<file path="src/hw/lrgb_regs.svh">
`ifndef LRGB_REGS_SVH
`define LRGB_REGS_SVH
`define LRGB_SLAVE_ADDR 7'h28
`define LRGB_OFS_LOW 8'h00
`define LRGB_OFS_GREEN 8'h01
`define LRGB_OFS_BLUE 8'h02
`define LRGB_OFS_RED 8'h03
`define LRGB_OFS_FLTEN 8'h05
`define LRGB_OFS_DELAY 8'h06
`define LRGB_OFS_FAULT 8'h07
`define LRGB_RST_LOW 6'h3F
`define LRGB_RST_HIGH 8'hFF
`define LRGB_RST_DELAY 6'h3F
`define LRGB_FAULT_COUNT 2'h3
`define LRGB_DLY_BASE_US 5
`define LRGB_DLY_STEP_US 10
`define LRGB_CLK_MHZ 100
`define LRGB_DLY_BASE_CYC (`LRGB_DLY_BASE_US * `LRGB_CLK_MHZ)
`define LRGB_DLY_STEP_CYC (`LRGB_DLY_STEP_US * `LRGB_CLK_MHZ)
`endif

</file>
<file path="src/hw/lrgb_pkg.sv">
package lrgb_pkg;
  typedef enum logic [2:0] {
    ST_IDLE = 3'b000,
    ST_ADDR = 3'b001,
    ST_AACK = 3'b010,
    ST_WBYTE = 3'b011,
    ST_WACK = 3'b100,
    ST_RBYTE = 3'b101,
    ST_RACK = 3'b110
  } lrgb_state_t;
endpackage

</file>
<file path="src/hw/lrgb_regif.sv">
// Operation
// - Bytes are eight bits, MSB first.
// - Ninth clock carries ACK; transmitter releases SDA.
// - Addressed device acknowledges every received byte.
// - Device answers slave address 28h only.
// - Write: register byte, then data byte.
// - Write lands at final ACK rising edge.
// - Read returns register selected by prior write.
// - Low register packs red, blue, green LSBs.
// - Upper current bits at 01h, 02h, 03h.
// - Each current code has ten bits.
// - Bit 0 of 05h enables fault output.
// - Delay register fields; bits 5,2 read one.
// - Delay field selects 5 to 35 us.
// - Fault register 07h holds open/short flags.
// - Three suspect falling edges latch a fault.
// - Writing enable 0 clears fault output and flags.
`include "lrgb_regs.svh"
module lrgb_regif (
  input wire logic clk,
  input wire logic rstn,
  input wire logic scl,
  input wire logic sda_in,
  output logic sda_out,
  output logic sda_oe_n,
  input wire logic [2:0] ctrl,
  input wire logic [2:0] open_suspect,
  input wire logic [2:0] short_suspect,
  output logic fault_out,
  output logic [9:0] red_current_code,
  output logic [9:0] green_current_code,
  output logic [9:0] blue_current_code,
  output logic [13:0] red_transition_delay,
  output logic [13:0] green_transition_delay,
  output logic [13:0] blue_transition_delay
);
  import lrgb_pkg::*;

  //////////////////////////////////////////////////////////////////////////
  typedef struct packed {
    logic [1:0] scl_s;
    logic [1:0] sda_s;
    logic [1:0] ctl_s0;
    logic [1:0] ctl_s1;
    logic [1:0] ctl_s2;
    logic [2:0] ctl_d;
    logic [2:0] osp_s0;
    logic [2:0] osp_s1;
    logic [2:0] ssp_s0;
    logic [2:0] ssp_s1;
    logic scl_d;
    logic sda_d;
    lrgb_state_t st;
    logic [2:0] bitn;
    logic bit_seen;
    logic [7:0] sh;
    logic rw;
    logic have_ptr;
    logic [7:0] ptr;
    logic drive_low;
    logic tx_bit;
    logic [5:0] low;
    logic [7:0] gh;
    logic [7:0] bh;
    logic [7:0] rh;
    logic flt_en;
    logic [5:0] dly;
    logic fault;
  } lrgb_st_t;
  lrgb_st_t s_r;
  lrgb_st_t s_nxt;
  logic [5:0] flags;
  logic [7:0] rd_val;
  logic scl_rise;
  logic scl_fall;
  logic start_c;
  logic stop_c;
  logic [2:0] fall_ev;
  logic clr_flt;
  logic [2:0] ctl_sync;

  //////////////////////////////////////////////////////////////////////////
  assign scl_rise = s_r.scl_s[1] && !s_r.scl_d;
  assign scl_fall = !s_r.scl_s[1] && s_r.scl_d;
  assign start_c = s_r.scl_s[1] && s_r.scl_d && s_r.sda_d && !s_r.sda_s[1];
  assign stop_c = s_r.scl_s[1] && s_r.scl_d && !s_r.sda_d && s_r.sda_s[1];
  assign ctl_sync = {s_r.ctl_s2[1], s_r.ctl_s1[1], s_r.ctl_s0[1]};
  assign fall_ev = s_r.ctl_d & ~ctl_sync;
  assign clr_flt = !s_r.flt_en;

  // Fault flag order per channel: 0 green, 1 blue, 2 red; open then short.
  genvar gi;
  generate
    for (gi = 0; gi < 3; gi++)
    begin : g_chan
      lrgb_fault_chan u_open (
        .clk(clk),
        .rstn(rstn),
        .ctrl_fall(fall_ev[gi]),
        .suspect(s_r.osp_s1[gi]),
        .clear(clr_flt),
        .flag(flags[2 * gi + 1])
      );
      lrgb_fault_chan u_short (
        .clk(clk),
        .rstn(rstn),
        .ctrl_fall(fall_ev[gi]),
        .suspect(s_r.ssp_s1[gi]),
        .clear(clr_flt),
        .flag(flags[2 * gi])
      );
    end
  endgenerate

  //////////////////////////////////////////////////////////////////////////
  always_comb
  begin
    unique case (s_r.ptr)
      `LRGB_OFS_LOW: rd_val = {2'h0, s_r.low};
      `LRGB_OFS_GREEN: rd_val = s_r.gh;
      `LRGB_OFS_BLUE: rd_val = s_r.bh;
      `LRGB_OFS_RED: rd_val = s_r.rh;
      `LRGB_OFS_FLTEN: rd_val = {7'h00, s_r.flt_en};
      `LRGB_OFS_DELAY: rd_val = {s_r.dly[5:4], 1'b1, s_r.dly[3:2], 1'b1,
        s_r.dly[1:0]};
      `LRGB_OFS_FAULT: rd_val = {flags[1:0], 1'b0, flags[3:2], 1'b0,
        flags[5:4]};
      default: rd_val = 8'h00;
    endcase
  end

  //////////////////////////////////////////////////////////////////////////
  always_comb
  begin
    s_nxt = s_r;
    s_nxt.scl_s = {s_r.scl_s[0], scl};
    s_nxt.sda_s = {s_r.sda_s[0], sda_in};
    s_nxt.ctl_s0 = {s_r.ctl_s0[0], ctrl[0]};
    s_nxt.ctl_s1 = {s_r.ctl_s1[0], ctrl[1]};
    s_nxt.ctl_s2 = {s_r.ctl_s2[0], ctrl[2]};
    s_nxt.ctl_d = ctl_sync;
    s_nxt.osp_s0 = open_suspect;
    s_nxt.osp_s1 = s_r.osp_s0;
    s_nxt.ssp_s0 = short_suspect;
    s_nxt.ssp_s1 = s_r.ssp_s0;
    s_nxt.scl_d = s_r.scl_s[1];
    s_nxt.sda_d = s_r.sda_s[1];
    s_nxt.fault = s_r.flt_en && (|flags);
    if (start_c)
    begin
      s_nxt.st = ST_ADDR;
      s_nxt.bitn = 3'h0;
      s_nxt.bit_seen = 1'b0;
      s_nxt.have_ptr = 1'b0;
      s_nxt.drive_low = 1'b0;
    end
    else if (stop_c)
    begin
      s_nxt.st = ST_IDLE;
      s_nxt.drive_low = 1'b0;
    end
    else if (scl_rise)
    begin
      unique case (s_r.st)
        ST_ADDR, ST_WBYTE:
        begin
          s_nxt.sh = {s_r.sh[6:0], s_r.sda_s[1]};
          s_nxt.bitn = s_r.bitn + 3'h1;
          s_nxt.bit_seen = 1'b1;
        end
        ST_WACK:
        begin
          // Data reaches the register only on this edge, mid acknowledge.
          if (s_r.have_ptr)
          begin
            unique case (s_r.ptr)
              `LRGB_OFS_LOW: s_nxt.low = s_r.sh[5:0];
              `LRGB_OFS_GREEN: s_nxt.gh = s_r.sh;
              `LRGB_OFS_BLUE: s_nxt.bh = s_r.sh;
              `LRGB_OFS_RED: s_nxt.rh = s_r.sh;
              `LRGB_OFS_FLTEN: s_nxt.flt_en = s_r.sh[0];
              `LRGB_OFS_DELAY: s_nxt.dly = {s_r.sh[7:6], s_r.sh[4:3],
                s_r.sh[1:0]};
              default: s_nxt.st = s_r.st;
            endcase
          end
        end
        ST_RBYTE:
          s_nxt.bitn = s_r.bitn + 3'h1;
        ST_RACK:
          // Master NACK ends the read; SDA stays released until STOP.
          s_nxt.st = s_r.sda_s[1] ? ST_IDLE : ST_RACK;
        default: s_nxt.st = s_r.st;
      endcase
    end
    else if (scl_fall)
    begin
      unique case (s_r.st)
        ST_ADDR:
          // The fall that ends START carries no bit and must be skipped.
          if (s_r.bitn == 3'h0 && s_r.bit_seen &&
            s_r.sh[7:1] == `LRGB_SLAVE_ADDR)
          begin
            s_nxt.st = ST_AACK;
            s_nxt.rw = s_r.sh[0];
            s_nxt.drive_low = 1'b1;
          end
          else if (s_r.bitn == 3'h0 && s_r.bit_seen)
            s_nxt.st = ST_IDLE;
        ST_AACK:
        begin
          s_nxt.drive_low = 1'b0;
          if (s_r.rw)
          begin
            s_nxt.st = ST_RBYTE;
            s_nxt.sh = {rd_val[6:0], 1'b0};
            s_nxt.tx_bit = rd_val[7];
          end
          else
            s_nxt.st = ST_WBYTE;
        end
        ST_WBYTE:
          if (s_r.bitn == 3'h0)
          begin
            s_nxt.st = ST_WACK;
            s_nxt.drive_low = 1'b1;
            if (!s_r.have_ptr)
            begin
              s_nxt.ptr = s_r.sh;
              s_nxt.have_ptr = 1'b0;
            end
          end
        ST_WACK:
        begin
          s_nxt.drive_low = 1'b0;
          s_nxt.st = ST_WBYTE;
          s_nxt.have_ptr = 1'b1;
        end
        ST_RBYTE:
          if (s_r.bitn == 3'h0)
          begin
            s_nxt.st = ST_RACK;
            s_nxt.tx_bit = 1'b1;
          end
          else
          begin
            s_nxt.tx_bit = s_r.sh[7];
            s_nxt.sh = {s_r.sh[6:0], 1'b0};
          end
        ST_RACK:
        begin
          s_nxt.st = ST_RBYTE;
          s_nxt.sh = {rd_val[6:0], 1'b0};
          s_nxt.tx_bit = rd_val[7];
        end
        default: s_nxt.st = s_r.st;
      endcase
    end
  end

  //////////////////////////////////////////////////////////////////////////
  always_ff @(posedge clk)
  begin
    if (!rstn)
    begin
      s_r <= '0;
      s_r.scl_s <= 2'h3;
      s_r.sda_s <= 2'h3;
      s_r.scl_d <= 1'b1;
      s_r.sda_d <= 1'b1;
      s_r.tx_bit <= 1'b1;
      s_r.low <= `LRGB_RST_LOW;
      s_r.gh <= `LRGB_RST_HIGH;
      s_r.bh <= `LRGB_RST_HIGH;
      s_r.rh <= `LRGB_RST_HIGH;
      s_r.flt_en <= 1'b1;
      s_r.dly <= `LRGB_RST_DELAY;
    end
    else
      s_r <= s_nxt;
  end

  //////////////////////////////////////////////////////////////////////////
  // Reading drives data only while transmitting and a zero bit is due.
  always_comb
  begin
    sda_out = 1'b0;
    sda_oe_n = !(s_r.drive_low ||
      (s_r.st == ST_RBYTE && !s_r.tx_bit));
    fault_out = s_r.fault;
    red_current_code = {s_r.rh, s_r.low[5:4]};
    blue_current_code = {s_r.bh, s_r.low[3:2]};
    green_current_code = {s_r.gh, s_r.low[1:0]};
    // Cycle count is 5 us plus 10 us per code step at the core clock.
    red_transition_delay = 14'(`LRGB_DLY_BASE_CYC +
      `LRGB_DLY_STEP_CYC * s_r.dly[5:4]);
    blue_transition_delay = 14'(`LRGB_DLY_BASE_CYC +
      `LRGB_DLY_STEP_CYC * s_r.dly[3:2]);
    green_transition_delay = 14'(`LRGB_DLY_BASE_CYC +
      `LRGB_DLY_STEP_CYC * s_r.dly[1:0]);
  end
endmodule

</file>
<file path="src/hw/lrgb_fault_chan.sv">
`include "lrgb_regs.svh"
module lrgb_fault_chan (
  input wire logic clk,
  input wire logic rstn,
  input wire logic ctrl_fall,
  input wire logic suspect,
  input wire logic clear,
  output logic flag
);
  import lrgb_pkg::*;
  typedef struct packed {
    logic [1:0] cnt;
    logic flag;
  } lrgb_fc_t;
  lrgb_fc_t s_r;
  lrgb_fc_t s_nxt;
  always_comb
  begin
    s_nxt = s_r;
    if (ctrl_fall)
    begin
      if (!suspect)
        s_nxt.cnt = 2'h0;
      else if (s_r.cnt != `LRGB_FAULT_COUNT)
        s_nxt.cnt = s_r.cnt + 2'h1;
      if (suspect && s_r.cnt == `LRGB_FAULT_COUNT - 2'h1)
        s_nxt.flag = 1'b1;
    end
    if (clear)
    begin
      s_nxt.cnt = 2'h0;
      s_nxt.flag = 1'b0;
    end
  end
  always_ff @(posedge clk)
  begin
    if (!rstn)
      s_r <= '0;
    else
      s_r <= s_nxt;
  end
  assign flag = s_r.flag;
endmodule

</file>
<file path="config.mk">
export PLATFORM = sky130hd
export DESIGN_NAME = lrgb_regif
export DESIGN_NICKNAME = d
export VERILOG_FILES = /design/src/hw/lrgb_pkg.sv /design/src/hw/lrgb_regif.sv /design/src/hw/lrgb_fault_chan.sv
export VERILOG_INCLUDE_DIRS = /design/src /design/src/hw
export SDC_FILE = /design/constraint.sdc
export NUM_CORES = 1
export LEC_CHECK = 0
export BUFFER_PORTS_ARGS = -buffer_cell sky130_fd_sc_hd__buf_2
export CAP_MARGIN = 20
export CORE_ASPECT_RATIO = 1.75
export CORE_UTILIZATION = 50
export CTS_CLUSTER_DIAMETER = 150
export DETAILED_ROUTE_END_ITERATION = 10
export PLACE_DENSITY = 0.71
export SETUP_SLACK_MARGIN = 0.3
export SYNTH_ARGS = -nofsm -noshare
export SYNTH_HDL_FRONTEND = slang
export SYNTH_SLANG_ARGS = --single-unit
export TNS_END_PERCENT = 20
</file>
<file path="constraint.sdc">
create_clock -name clk -period 2.85 [get_ports clk]
set_input_delay 0.4275 -clock clk [delete_from_list [all_inputs] [get_ports clk]]
set_output_delay 0.4275 -clock clk [all_outputs]
set_load 0.05 [all_outputs]
</file>
==> results.ini <==
[run_status]
status = finished, violations left
violations = design-rule violations

[critical_path]
endpoint = sda_oe_n
crit_start = s_r[64]
r2r_start = s_r[66]
cp_slowest_cell = dfxtp_1
crit_chain = buf_4, nand2_1, nor3_1, nor2_1, buf_2
crit_type = reg -> out
reg2reg_slack_ns = 0.52
worst_setup_path_end_kind = output port
cp_num_buf_inv = 2
critical_path_arrival_ns = 1.93
cp-start-kind = flip-flop
cp_max_fo = 13
r2r-end = s_r[44]
cp_num_cells = 5
slowest_delay_ns = 0.65
r2r_cells = 7
critPathTopFamily = flip-flops
cp.required_ns = 2.42

[grt]
grt_pass1_vias = 4639
grt_pass1_wl_um = 22390
grt_overflow = 0
grt_max_degree = 30
groute.usage.overall = 0.2302
antenna_found_initial = 0

[place]
port_buffers = 71
gp_congestion = 0.9436
place_hpwl_um = 10510

[sta]
grt_setup_unrepaired = false
finClkSkew_ns = 0.007633
fmax_mhz = 423.7
final_max_slew_viol_count = 0
period_needed_ns = 2.360
slew_headroom = 0.4668
min_period_over_period = 0.8281
tightestPinTransition_ns = 0.7986
hold_viol_final = 0
fin_setup_tns_ns = 0
setup_violations = 0

[clock_tree]
cts_tree = done
clock-sinks = 110
numCtsBuffers = 9
h-tree-depth = 3
root_buffer = clkbuf_16
clk_pin_slew_ns = 0.08
ctsHoldBuffers = 0
clk-insertion-delay-late_ns = 0.36
ctsLongestPathBuffers = 2

[power]
leakagePower_nw = 2.814
powerDensity_nw_per_um2 = 461.2
switchingPower_uw = 759.9
power.internal_mw = 2.215
worst_ir_drop_vdd_uv = 272.8
clockPowerShare = 0.430
switching_share = 0.2554
combPwrFrac = 0.045
pwr-share-seq = 0.525

[finish]
n_antenna_cell = 0
drive_above_1_share = 0.1893
fillCellCount = 1079
final_util = 0.5539
area_delta_synth_final_pct = 7.506
finalNetCount = 754
multi_input_area_um2 = 3188
seqCellArea_um2 = 2202

[floorplan]
ios = 88
coreArea_um2 = 11650
dieArea_um2 = 12460
die_w_um = 84.82
start_util = 0.5153
num_rows = 52
die_h_um = 146.9

[detailed_routing]
drcViolationCount = 10
antenna_left = 0
wire_per_inst_um = 16.45
vias = 4745
via_per_inst = 5.629
drtIter0Drc = 298
wl_um = 13870
drt-pass1-iter-count = 8

[yosys]
ys_seq_area_frac = 0.3670
ys_seq_elements = 110
synth.distinct_cells = 68
synthCells = 679
synth-main-ff-cell = dfxtp_1
syn_avg_cell_area_um2 = 8.838
yosysWarnings = 0
async_flop_share = 0
synth_edf_count = 0
synth.cell_area_um2 = 6001

[min_path]
hp-class = in -> reg

[flow_run]
maxCapViolations = 0

## power groups by stage
| stage | combinational, mW | sequential [mW] | clock [mW] |
|---|---|---|---|
| after global routing | 0.144 | 1.56 | 1.37 |
| after CTS | 0.133 | 1.56 | 1.31 |
| after detailed placement | 0.133 | 1.60 | 0 |
| after floorplan | 0.126 | 1.59 | 0 |
| after global placement | 0.131 | 1.60 | 0 |
| final | 0.133 | 1.56 | 1.28 |
## placed cells by master, fill, tap and decap left out, types with 4 or more instances in the layout
cell type | synthesis | layout
buf_2 | 12 | 71
nor2_1 | 42 | 42
nand3_1 | 12 | 11
conb_1 | 2 | 16
ha_1 | 38 | 38
clkbuf_16 | 0 | 9
o21ai_0 | 15 | 15
nand2_1 | 89 | 89
a21oi_1 | 34 | 34
xnor2_1 | 4 | 4
a31oi_1 | 9 | 9
and2_1 | 22 | 22
or3b_2 | 7 | 7
inv_1 | 33 | 33
buf_4 | 54 | 13
nor3_1 | 18 | 18
mux2i_1 | 48 | 48
a311oi_1 | 4 | 4
dfxtp_1 | 110 | 110
mux2_2 | 7 | 7
nor2b_1 | 12 | 12
a211oi_1 | 6 | 6
nand2b_1 | 10 | 10
nand4_1 | 5 | 5
## cells in the mapped netlist, types with 2 or more instances
cell type,count,area (um^2)
mux2_2,7,78.83
and2_1,22,137.6
nand2_1,89,334.1
or3b_1,2,17.52
a221oi_1,2,17.52
mux2i_1,48,480.5
and2_4,2,17.52
and3_1,3,18.77
nor4bb_1,2,20.02
xor2_1,3,26.28
xnor2_1,4,35.03
nor2_1,42,157.7
o211ai_1,3,22.52
a2111oi_0,2,17.52
o21a_1,2,15.01
nand2b_1,10,62.56
a21oi_1,34,170.2
conb_1,2,7.510
buf_2,12,60.06
o21ai_0,15,75.07
nand3_1,12,60.06
or3b_2,7,61.31
nand4_1,5,31.28
clkbuf_1,17,63.81
dfxtp_1,110,2202
buf_4,54,405.4
inv_1,33,123.9
ha_1,38,475.5
nor2b_1,12,75.07
nor4_1,3,18.77
nor3_1,18,90.09
o22ai_1,2,12.51
a211oi_1,6,45.04
nand3_2,2,20.02
a311oi_1,4,35.03
nand3b_1,3,22.52
a22oi_1,3,22.52
nor4b_1,2,17.52
a211oi_4,2,40.04
buf_6,2,22.52
a31oi_1,9,56.30
nor3b_1,2,15.01
o31ai_1,2,15.01
## state kept, by name, indices dropped and copies added (netlist names)
register             count
s_r                     45
s_nxt                   13
blue_current_code       10
green_current_code      10
red_current_code        10
g_chan.u_open.s_r        6
g_chan.u_short.s_r       6
ctl_sync                 3
g_chan.u_open.flag       3
g_chan.u_short.flag      3
fault_out                1
## metal layers
layer  share of wire  up-vias  GRT usage
met5               0        -          0
met4           0.059        0     0.1534
met3           0.036       49    0.03596
met2            0.53      148     0.4256
met1            0.37     2249     0.2342
li1                -     2299          -
## cell type report
cell class              count  area share
clock inverters             7     0.01396
multi-input cells         465      0.4942
well taps                 135     0.02618
repair buffers             84     0.07021
flip-flops and latches    110      0.3413
inverters                  33     0.01920
clock buffers               9     0.03491
## worst min-delay path by stage
stage | slack (ns) | cells after the start | startpoint | endpoint
6_report | 0.25 | 2 | sda_in | s_nxt[89]
4_1_cts | 0.24 | 2 | sda_in | s_nxt[89]
3_5_place_dp | 0.40 | 1 | s_nxt[89] | s_nxt[65]
3_3_place_gp | 0.39 | 1 | s_nxt[89] | s_nxt[65]
5_1_grt | 0.25 | 2 | sda_in | s_nxt[89]
2_1_floorplan | 0.39 | 1 | s_nxt[89] | s_nxt[65]
## repair_timing
item,CTS,global route
endpoints found under the setup margin,0,8
gates resized for setup,0,2
buffers inserted,0,0
## kinds of logic (layout without fill, tap and decap cells)
| kind of cell | Yosys count | after routing | synth area share |
|---|---|---|---|
| and+or+nand+nor | 252 | 252 | 0.2260 |
| DFF | 110 | 110 | 0.3670 |
| adders and majority gates | 38 | 38 | 0.07923 |
| buffers and inverters | 118 | 133 | 0.1126 |
| other | 2 | 16 | 0.001252 |
| AOI/OAI and AO/OA | 96 | 96 | 0.1068 |
| muxes | 56 | 56 | 0.09696 |
| xor gates and xnor gates | 7 | 7 | 0.01022 |
## metrics by stage
stage | worst slack [ns] | total power, mW | hold slack (ns) | instance area, um^2 | cells
after global placement | 0.4374 | 1.728 | 0.3909 | 6123 | 827
after global routing | 0.3222 | 3.077 | 0.2536 | 6451 | 843
after detailed placement | 0.3411 | 1.731 | 0.3994 | 6123 | 827
final | 0.4899 | 2.975 | 0.2507 | 6451 | 843
after CTS | 0.3237 | 3.002 | 0.2446 | 6439 | 843
after floorplan | 0.4476 | 1.720 | 0.3863 | 6053 | 693
Power figures use the tool's default switching activity.
